**src/logic/mmtmr_pkg.sv**
```systemverilog
package mmtmr_pkg;

  // Register offsets on the plain register port.
  localparam logic [5:0] MMTMR_OFF_A_CTRL = 6'h19;
  localparam logic [5:0] MMTMR_OFF_B_CTRL = 6'h1B;
  localparam logic [5:0] MMTMR_OFF_CD_CTRL = 6'h1D;
  localparam logic [5:0] MMTMR_OFF_A_RELOAD = 6'h1F;
  localparam logic [5:0] MMTMR_OFF_B_RELOAD = 6'h21;
  localparam logic [5:0] MMTMR_OFF_C_RELOAD = 6'h23;
  localparam logic [5:0] MMTMR_OFF_D_RELOAD = 6'h25;
  localparam logic [5:0] MMTMR_OFF_EDGE = 6'h03;

  // Field positions.
  localparam int MMTMR_FORCE_BIT = 4;
  localparam int MMTMR_EDGE_A_BIT = 4;
  localparam int MMTMR_EDGE_B_BIT = 3;
  localparam int MMTMR_CD_C_LSB = 4;

  // Encodings and constants.
  localparam logic [3:0] MMTMR_MODE_STOP = 4'h0;
  localparam logic [3:0] MMTMR_MODE_EVENT = 4'h8;
  localparam logic [7:0] MMTMR_ONE = 8'h01;
  localparam logic [7:0] MMTMR_ZERO8 = 8'h00;
  localparam logic [7:0] MMTMR_PRE_ZERO = 8'h00;

  // Prescaler divide values, index 1 to 7.
  localparam logic [7:0] MMTMR_DIV4 = 8'h04;
  localparam logic [7:0] MMTMR_DIV10 = 8'h0A;
  localparam logic [7:0] MMTMR_DIV16 = 8'h10;
  localparam logic [7:0] MMTMR_DIV50 = 8'h32;
  localparam logic [7:0] MMTMR_DIV64 = 8'h40;
  localparam logic [7:0] MMTMR_DIV100 = 8'h64;
  localparam logic [7:0] MMTMR_DIV200 = 8'hC8;

  // Register port request.
  typedef struct packed {
    logic [5:0] addr;
    logic [7:0] wdata;
    logic wr;
    logic rd;
  } mmtmr_req_t;

  // State of one timer.
  typedef struct packed {
    logic [7:0] reload;
    logic [7:0] count;
    logic [7:0] pre;
    logic out;
    logic aux_prev;
  } mmtmr_chan_t;

endpackage

```
**src/logic/mmtmr_top.sv**
```systemverilog
// What this block does
// - Pulse-width mode: auxiliary interrupt fires on the edge opposite the edge bit.
// - Edge bit one: count while input high; high-to-low stops and interrupts.
// - Reload written while active: finish old count through 01, then load new.
// - Reload write as auxiliary input goes active may corrupt the counter.
// - Outside pulse-width mode the interrupt edge follows the edge bit again.
// - Event-count mode bypasses prescaler; each active edge decrements counter.
// - Counting through 01 in event mode toggles output, pulses, reloads.
// - Edge bit 4 is timer A, bit 3 timer B; one means rising.
// - Changing edge bit in event mode may make a spurious count.
// - In modes 8-15 port interrupt lines 4 and 3 follow aux inputs; port bits unaffected.
// - 8-bit down counters; reload read returns count captured at strobe.
// - Stopped write loads reload and counter; running write loads at 01.
// - Reload write exactly at count-through-01 loads the old reload value into the counter.
// - A/B control bit 4 clears the output two cycles after the write; it stays low until the next toggle.
// - A/B mode: 0 stop, 1-7 delay, 8 event, 9-15 pulse width.
// - Stopped timer keeps counter, discards partial prescaler count.
// - C/D mode: 0 stop, 1-7 delay with prescalers 4 to 200.
// - Upper four bits of A/B control read as zero.
module mmtmr_top (
  // Clock and reset.
  input wire logic clk,
  input wire logic nrst,
  // Register port.
  input wire logic [5:0] reg_addr,
  input wire logic [7:0] reg_wdata,
  input wire logic reg_wr,
  input wire logic reg_rd,
  output logic [7:0] reg_rdata,
  // Auxiliary inputs and port lines.
  input wire logic timer_a_aux_input,
  input wire logic timer_b_aux_input,
  input wire logic port_line_4,
  input wire logic port_line_3,
  // Timer outputs and time-out pulses.
  output logic timer_a_output,
  output logic timer_b_output,
  output logic timer_c_output,
  output logic timer_d_output,
  output logic [3:0] timeout_pulse,
  // Interrupt channel sources for lines 4 and 3.
  output logic port_interrupt_line_4,
  output logic port_interrupt_line_3
);

  typedef struct packed {
    logic [3:0] a_mode;
    logic [3:0] b_mode;
    logic [2:0] c_mode;
    logic [2:0] d_mode;
    logic a_force;
    logic b_force;
    logic [7:0] edge_sel;
    mmtmr_pkg::mmtmr_chan_t [3:0] ch;
    logic [7:0] rdata;
    logic [3:0] tpulse;
    logic line4_prev;
    logic line3_prev;
    logic irq4;
    logic irq3;
    logic primed;
  } mmtmr_state_t;

  mmtmr_state_t s_q;
  mmtmr_state_t s_d;
  mmtmr_pkg::mmtmr_req_t req;

  assign req = '{addr: reg_addr, wdata: reg_wdata, wr: reg_wr, rd: reg_rd};

  function automatic logic [7:0] mmtmr_div(input logic [2:0] sel);
    logic [7:0] r;
    r = mmtmr_pkg::MMTMR_DIV4;
    unique case (sel)
      3'h1: r = mmtmr_pkg::MMTMR_DIV4;
      3'h2: r = mmtmr_pkg::MMTMR_DIV10;
      3'h3: r = mmtmr_pkg::MMTMR_DIV16;
      3'h4: r = mmtmr_pkg::MMTMR_DIV50;
      3'h5: r = mmtmr_pkg::MMTMR_DIV64;
      3'h6: r = mmtmr_pkg::MMTMR_DIV100;
      3'h7: r = mmtmr_pkg::MMTMR_DIV200;
      3'h0: r = mmtmr_pkg::MMTMR_DIV4;
    endcase
    return r;
  endfunction

  always_comb begin
    logic [3:0] mode4 [4];
    logic stopped;
    logic event_m;
    logic pulse_m;
    logic aux;
    logic edge_bit;
    logic active_edge;
    logic cnt_pulse;
    logic run;
    logic wr_reload;
    logic [7:0] div;
    logic [5:0] rel_off [4];
    s_d = s_q;
    stopped = 1'b0;
    event_m = 1'b0;
    pulse_m = 1'b0;
    aux = 1'b0;
    edge_bit = 1'b0;
    active_edge = 1'b0;
    cnt_pulse = 1'b0;
    run = 1'b0;
    wr_reload = 1'b0;
    div = mmtmr_pkg::MMTMR_DIV4;
    mode4[0] = s_q.a_mode;
    mode4[1] = s_q.b_mode;
    mode4[2] = {1'b0, s_q.c_mode};
    mode4[3] = {1'b0, s_q.d_mode};
    rel_off[0] = mmtmr_pkg::MMTMR_OFF_A_RELOAD;
    rel_off[1] = mmtmr_pkg::MMTMR_OFF_B_RELOAD;
    rel_off[2] = mmtmr_pkg::MMTMR_OFF_C_RELOAD;
    rel_off[3] = mmtmr_pkg::MMTMR_OFF_D_RELOAD;
    s_d.tpulse = 4'h0;
    s_d.a_force = 1'b0;
    s_d.b_force = 1'b0;
    // The first cycle after reset only primes the edge detectors, so no false edge follows reset.
    s_d.primed = 1'b1;
    if (req.wr) begin
      unique case (req.addr)
        mmtmr_pkg::MMTMR_OFF_A_CTRL: begin
          s_d.a_mode = req.wdata[3:0];
          s_d.a_force = req.wdata[mmtmr_pkg::MMTMR_FORCE_BIT];
        end
        mmtmr_pkg::MMTMR_OFF_B_CTRL: begin
          s_d.b_mode = req.wdata[3:0];
          s_d.b_force = req.wdata[mmtmr_pkg::MMTMR_FORCE_BIT];
        end
        mmtmr_pkg::MMTMR_OFF_CD_CTRL: begin
          s_d.c_mode = req.wdata[mmtmr_pkg::MMTMR_CD_C_LSB +: 3];
          s_d.d_mode = req.wdata[2:0];
        end
        mmtmr_pkg::MMTMR_OFF_EDGE: begin
          s_d.edge_sel = req.wdata;
        end
        default: begin
        end
      endcase
    end
    for (int i = 0; i < 4; i++) begin
      stopped = (mode4[i] == mmtmr_pkg::MMTMR_MODE_STOP);
      event_m = (i < 2) && (mode4[i] == mmtmr_pkg::MMTMR_MODE_EVENT);
      pulse_m = (i < 2) && mode4[i][3] && !event_m;
      aux = (i == 0) ? timer_a_aux_input : timer_b_aux_input;
      edge_bit = (i == 0) ? s_q.edge_sel[mmtmr_pkg::MMTMR_EDGE_A_BIT]
                          : s_q.edge_sel[mmtmr_pkg::MMTMR_EDGE_B_BIT];
      // The edge detector compares the input, flipped by the edge bit, with its last value.
      active_edge = (aux ^ ~edge_bit) && !s_q.ch[i].aux_prev && s_q.primed;
      div = mmtmr_div(mode4[i][2:0]);
      cnt_pulse = 1'b0;
      run = !stopped && (!pulse_m || (aux == edge_bit));
      if (stopped) begin
        s_d.ch[i].pre = mmtmr_pkg::MMTMR_PRE_ZERO;
      end else if (event_m) begin
        cnt_pulse = active_edge;
        s_d.ch[i].pre = mmtmr_pkg::MMTMR_PRE_ZERO;
      end else if (run) begin
        if (s_q.ch[i].pre + mmtmr_pkg::MMTMR_ONE >= div) begin
          s_d.ch[i].pre = mmtmr_pkg::MMTMR_PRE_ZERO;
          cnt_pulse = 1'b1;
        end else begin
          s_d.ch[i].pre = s_q.ch[i].pre + mmtmr_pkg::MMTMR_ONE;
        end
      end
      if (cnt_pulse) begin
        if (s_q.ch[i].count == mmtmr_pkg::MMTMR_ONE) begin
          s_d.ch[i].count = s_q.ch[i].reload;
          s_d.ch[i].out = ~s_q.ch[i].out;
          s_d.tpulse[i] = 1'b1;
        end else begin
          s_d.ch[i].count = s_q.ch[i].count - mmtmr_pkg::MMTMR_ONE;
        end
      end
      wr_reload = req.wr && (req.addr == rel_off[i]);
      if (wr_reload) begin
        s_d.ch[i].reload = req.wdata;
        // A collision with a count through 01 loads the old reload; the counter takes the written value only when stopped.
        if (stopped) begin
          s_d.ch[i].count = req.wdata;
        end
      end
      s_d.ch[i].aux_prev = (aux ^ ~edge_bit);
    end
    if (s_q.a_force) begin
      s_d.ch[0].out = 1'b0;
    end
    if (s_q.b_force) begin
      s_d.ch[1].out = 1'b0;
    end
    // Interrupt lines 4 and 3: in aux modes the aux input replaces the port line.
    for (int j = 0; j < 2; j++) begin
      aux = (j == 0) ? timer_a_aux_input : timer_b_aux_input;
      edge_bit = (j == 0) ? s_q.edge_sel[mmtmr_pkg::MMTMR_EDGE_A_BIT]
                          : s_q.edge_sel[mmtmr_pkg::MMTMR_EDGE_B_BIT];
      event_m = (mode4[j] == mmtmr_pkg::MMTMR_MODE_EVENT);
      pulse_m = mode4[j][3] && !event_m;
      if (mode4[j][3]) begin
        aux = (j == 0) ? timer_a_aux_input : timer_b_aux_input;
      end else begin
        aux = (j == 0) ? port_line_4 : port_line_3;
      end
      // Pulse-width mode inverts the sense; a mode or edge change may thus cause an edge.
      active_edge = aux ^ ~edge_bit ^ pulse_m;
      if (j == 0) begin
        s_d.irq4 = s_q.primed && active_edge && !s_q.line4_prev;
        s_d.line4_prev = active_edge;
      end else begin
        s_d.irq3 = s_q.primed && active_edge && !s_q.line3_prev;
        s_d.line3_prev = active_edge;
      end
    end
    // Read data for the cycle after the strobe; data reads show the live counter.
    s_d.rdata = mmtmr_pkg::MMTMR_ZERO8;
    if (req.rd) begin
      unique case (req.addr)
        mmtmr_pkg::MMTMR_OFF_A_CTRL: s_d.rdata = {4'h0, s_q.a_mode};
        mmtmr_pkg::MMTMR_OFF_B_CTRL: s_d.rdata = {4'h0, s_q.b_mode};
        mmtmr_pkg::MMTMR_OFF_CD_CTRL: s_d.rdata = {1'b0, s_q.c_mode, 1'b0, s_q.d_mode};
        mmtmr_pkg::MMTMR_OFF_EDGE: s_d.rdata = s_q.edge_sel;
        mmtmr_pkg::MMTMR_OFF_A_RELOAD: s_d.rdata = s_q.ch[0].count;
        mmtmr_pkg::MMTMR_OFF_B_RELOAD: s_d.rdata = s_q.ch[1].count;
        mmtmr_pkg::MMTMR_OFF_C_RELOAD: s_d.rdata = s_q.ch[2].count;
        mmtmr_pkg::MMTMR_OFF_D_RELOAD: s_d.rdata = s_q.ch[3].count;
        default: s_d.rdata = mmtmr_pkg::MMTMR_ZERO8;
      endcase
    end
  end

  always_ff @(posedge clk) begin
    if (!nrst) begin
      s_q <= '0;
    end else begin
      s_q <= s_d;
    end
  end

  // Outputs.
  assign reg_rdata = s_q.rdata;
  assign timer_a_output = s_q.ch[0].out;
  assign timer_b_output = s_q.ch[1].out;
  assign timer_c_output = s_q.ch[2].out;
  assign timer_d_output = s_q.ch[3].out;
  assign timeout_pulse = s_q.tpulse;
  assign port_interrupt_line_4 = s_q.irq4;
  assign port_interrupt_line_3 = s_q.irq3;

endmodule

```
**config.mk**
```make
export PLATFORM = sky130hd
export DESIGN_NAME = mmtmr_top
export DESIGN_NICKNAME = d
export VERILOG_FILES = /design/src/logic/mmtmr_pkg.sv /design/src/logic/mmtmr_top.sv
export SDC_FILE = /design/constraint.sdc
export NUM_CORES = 1
export LEC_CHECK = 0
export BUFFER_PORTS_ARGS = -buffer_cell sky130_fd_sc_hd__buf_2
export CORE_ASPECT_RATIO = 2
export CORE_MARGIN = 8
export CORE_UTILIZATION = 35
export CTS_BUF_LIST = sky130_fd_sc_hd__clkbuf_16
export DETAILED_ROUTE_END_ITERATION = 7
export SKIP_CTS_REPAIR_TIMING = 1
export SLEW_MARGIN = 20
export SYNTH_ARGS = -nofsm -noshare
export SYNTH_HDL_FRONTEND = slang
export SYNTH_SLANG_ARGS = --single-unit
```
**constraint.sdc**
```tcl
create_clock -name clk -period 7.15 [get_ports clk]
set_input_delay 2.145 -clock clk [delete_from_list [all_inputs] [get_ports clk]]
set_output_delay 2.145 -clock clk [all_outputs]
set_load 0.05 [all_outputs]
```
==> qor.yml <==
worst_slack_ps: 2990
worst_ir_drop_vdd_uv: 178
synth_cell_type_count: 84
cp.required_ps: 7490
fin_crit_sh_pct: 58.1
filler_free_cell_count_of_the_finished_design: 1408
setup.worst_path.end_class: "flop"
floorplan.initialDensity_pct: 35.6
synth_flop_cell: "sky130_fd_sc_hd__dfxtp_1"
path_class: "in -> reg"
place.detailed.instances: 1377
fp-row-count: 82
drc: 0
grt_antenna_before_repair: 0
final_worst_clock_skew_ps: 8.36
cellInternalPower_mw: 1.60
max_cap_viol_count: 0
finalHoldViolations: 0
h-tree-depth: 4
via_per_inst: 5.43
antenna_left: 0
crit-reg2reg-capture: "s_q[57]"
worst_slew_margin_rel_pct: 29.9
placeableCoreArea_sq_um: 25000
detail_route.first_pass.iterations: 7
largest_fanout_of_any_net_on_the_critical_path: 52
pin_count_of_the_biggest_net_entering_global_routing: 53
sum_neg_setup_slack_ps: 0
run_status: "complete, no violations"
ys_ff_latch: 171
clkLatencyLatePin_ps: 440
power.share.clock_pct: 48.6
async_flop_share_pct: 0
globalRouteOverflowTotal: 0
power.share.combinational_pct: 4.5
post_synth_inst_count: 1066
transition_time_at_the_pin_with_the_least_slew_margin_ps: 1050
startpoint_type: "primary input"
grt_use_total_pct: 16.0
final_cell_area_sq_um: 9840
die_h_um: 242
die_width_um: 129
reg2reg_slack_ps: 4100
cell_count_of_the_worst_reg_to_reg_path: 11
yosys_warnings: 0
final_cell_mix: "sky130_fd_sc_hd__dfxtp_1 (171), sky130_fd_sc_hd__nor2_1 (119), sky130_fd_sc_hd__nand2_1 (88)"
setup_repair_after_global_routing_missed_its_margin: "no"
timing.hold.worst_endpoint: "timer_b_output"
post-layout-total-power_mw: 2.06
finish.net_count: 1122
finalCoreUtilization_pct: 39.3
count_of_pins_on_the_block_boundary: 40
launch_instance_of_the_worst_min_delay_path: "s_q[129]"
layout_min_cycle_time_ps: 4160
hold_class: "reg -> reg"
final_layout_size_suffix_gt1_share_pct: 9.14
vias_in_the_first_global_route: 7403
routed_wirelength_um: 24700
synth.avg_cell_area_sq_um: 8.35
pwr_density_cell_nw_per_um2: 209
routed-via-count: 7652
switching_share_pct: 22.3
diodes: 0
net-switching-power_mw: 0.460
synth_sequential_area_ratio_pct: 38.5
cts.sinks: 171
floorplan.die_area_sq_um: 31100
post_synth_instance_area_sq_um: 8900
critical_path_arrival_ps: 4490
dr.first_iter.drc_count: 635
synth_nets: 1128
dpl-instance-area_sq_um: 9200
worst_hold_path_stage_count: 1
wire_per_inst_um: 17.5
clockRootBuffer: "sky130_fd_sc_hd__clkbuf_16"
finalWeightedCongestion: 0.898
total_setup_violations_reported_at_the_end_of_the_flow: 0
r2r-start: "s_q[47]"
post-place-ws_ps: 2560
cts-buffers-inserted: 17
cts_clk_pin_slew_worst_paths_ps: 70
pwr-share-seq_pct: 46.9
number_of_flops_mapped_to_enable_cells_by_yosys: 0
leakage_nw: 3.89
commonest_non_fill_non_tap_cell_in_the_layout: "sky130_fd_sc_hd__dfxtp_1"
tritoncts_clock_tree: "done"
achievable-frequency_mhz: 241
largest_buffer_count_on_any_clock_path: 2
place.port_buffers: 39
area.growth.synth_to_final_pct: 10.5
wire_length_of_the_first_global_routing_pass_um: 39100
holdWs_ps: 393
drv_slew: 0
dp.final_hpwl_um: 18300
## worst max-delay path, stage by stage
cell and delay, ps:
sky130_fd_sc_hd__buf_2 760, sky130_fd_sc_hd__inv_2 520, sky130_fd_sc_hd__buf_4 420, sky130_fd_sc_hd__nor2_1 350
sky130_fd_sc_hd__nand2_1 80, sky130_fd_sc_hd__and3_1 180
## layer usage
layer	global-route usage, %	up-vias	routed length, um
li1	-	3723	-
met1	16.2	3626	9420
met2	28.9	219	12700
met3	3.40	84	1070
met4	10.0	0	1480
met5	0	-	0
## cells in the mapped netlist, drive strengths merged, types with 16 or more instances
| library cell | count | area, sq um |
|---|---|---|
| o21ai | 53 | 265 |
| nand2b | 16 | 105 |
| nor3 | 33 | 181 |
| nor2 | 121 | 464 |
| nor2b | 19 | 119 |
| xnor2 | 23 | 201 |
| nand2 | 89 | 337 |
| xor2 | 19 | 166 |
| buf | 29 | 190 |
| a21oi | 76 | 388 |
| nand3 | 51 | 260 |
| inv | 54 | 203 |
| mux2i | 57 | 571 |
| clkbuf | 37 | 139 |
| dfxtp | 171 | 3420 |
| a31oi | 21 | 131 |
| ha | 40 | 500 |
## kinds of logic (layout without fill, tap and decap cells)
family	after synthesis	in the layout	synth area share [%]
buffers and inverters	121	127	6.02
muxes	59	59	6.66
AOI/OAI and AO/OA	224	224	15.9
adders and majority gates	40	40	5.62
xor gates and xnor gates	42	42	4.13
DFF	171	171	38.5
and+or+nand+nor	409	409	23.2
## power by group through the flow
| stage | clock network [mW] | logic [mW] | registers [mW] |
|---|---|---|---|
| 6_report | 1.00 | 0.0919 | 0.966 |
| 5_1_grt | 1.06 | 0.0992 | 0.966 |
| 4_1_cts | 1.02 | 0.0913 | 0.966 |
| 3_5_place_dp | 0 | 0.0911 | 0.987 |
| 3_3_place_gp | 0 | 0.0899 | 0.987 |
| 2_1_floorplan | 0 | 0.0602 | 0.985 |
## cell type report
type,count,area [sq um]
repair buffers,41,210
clock buffers,17,425
well taps,336,420
clock inverters,14,201
flip-flops and latches,171,3420
inverters,55,206
fillers,2599,15200
multi-input cells,774,4950
## worst max path at each step
stage | from | to | depth (start not counted)
2_1_floorplan | reg_addr[1] | flop | 8
5_1_grt | nrst | flop | 6
6_report | nrst | flop | 6
3_3_place_gp | nrst | flop | 6
4_1_cts | nrst | flop | 6
3_5_place_dp | nrst | flop | 6
Power figures use the tool's default switching activity.
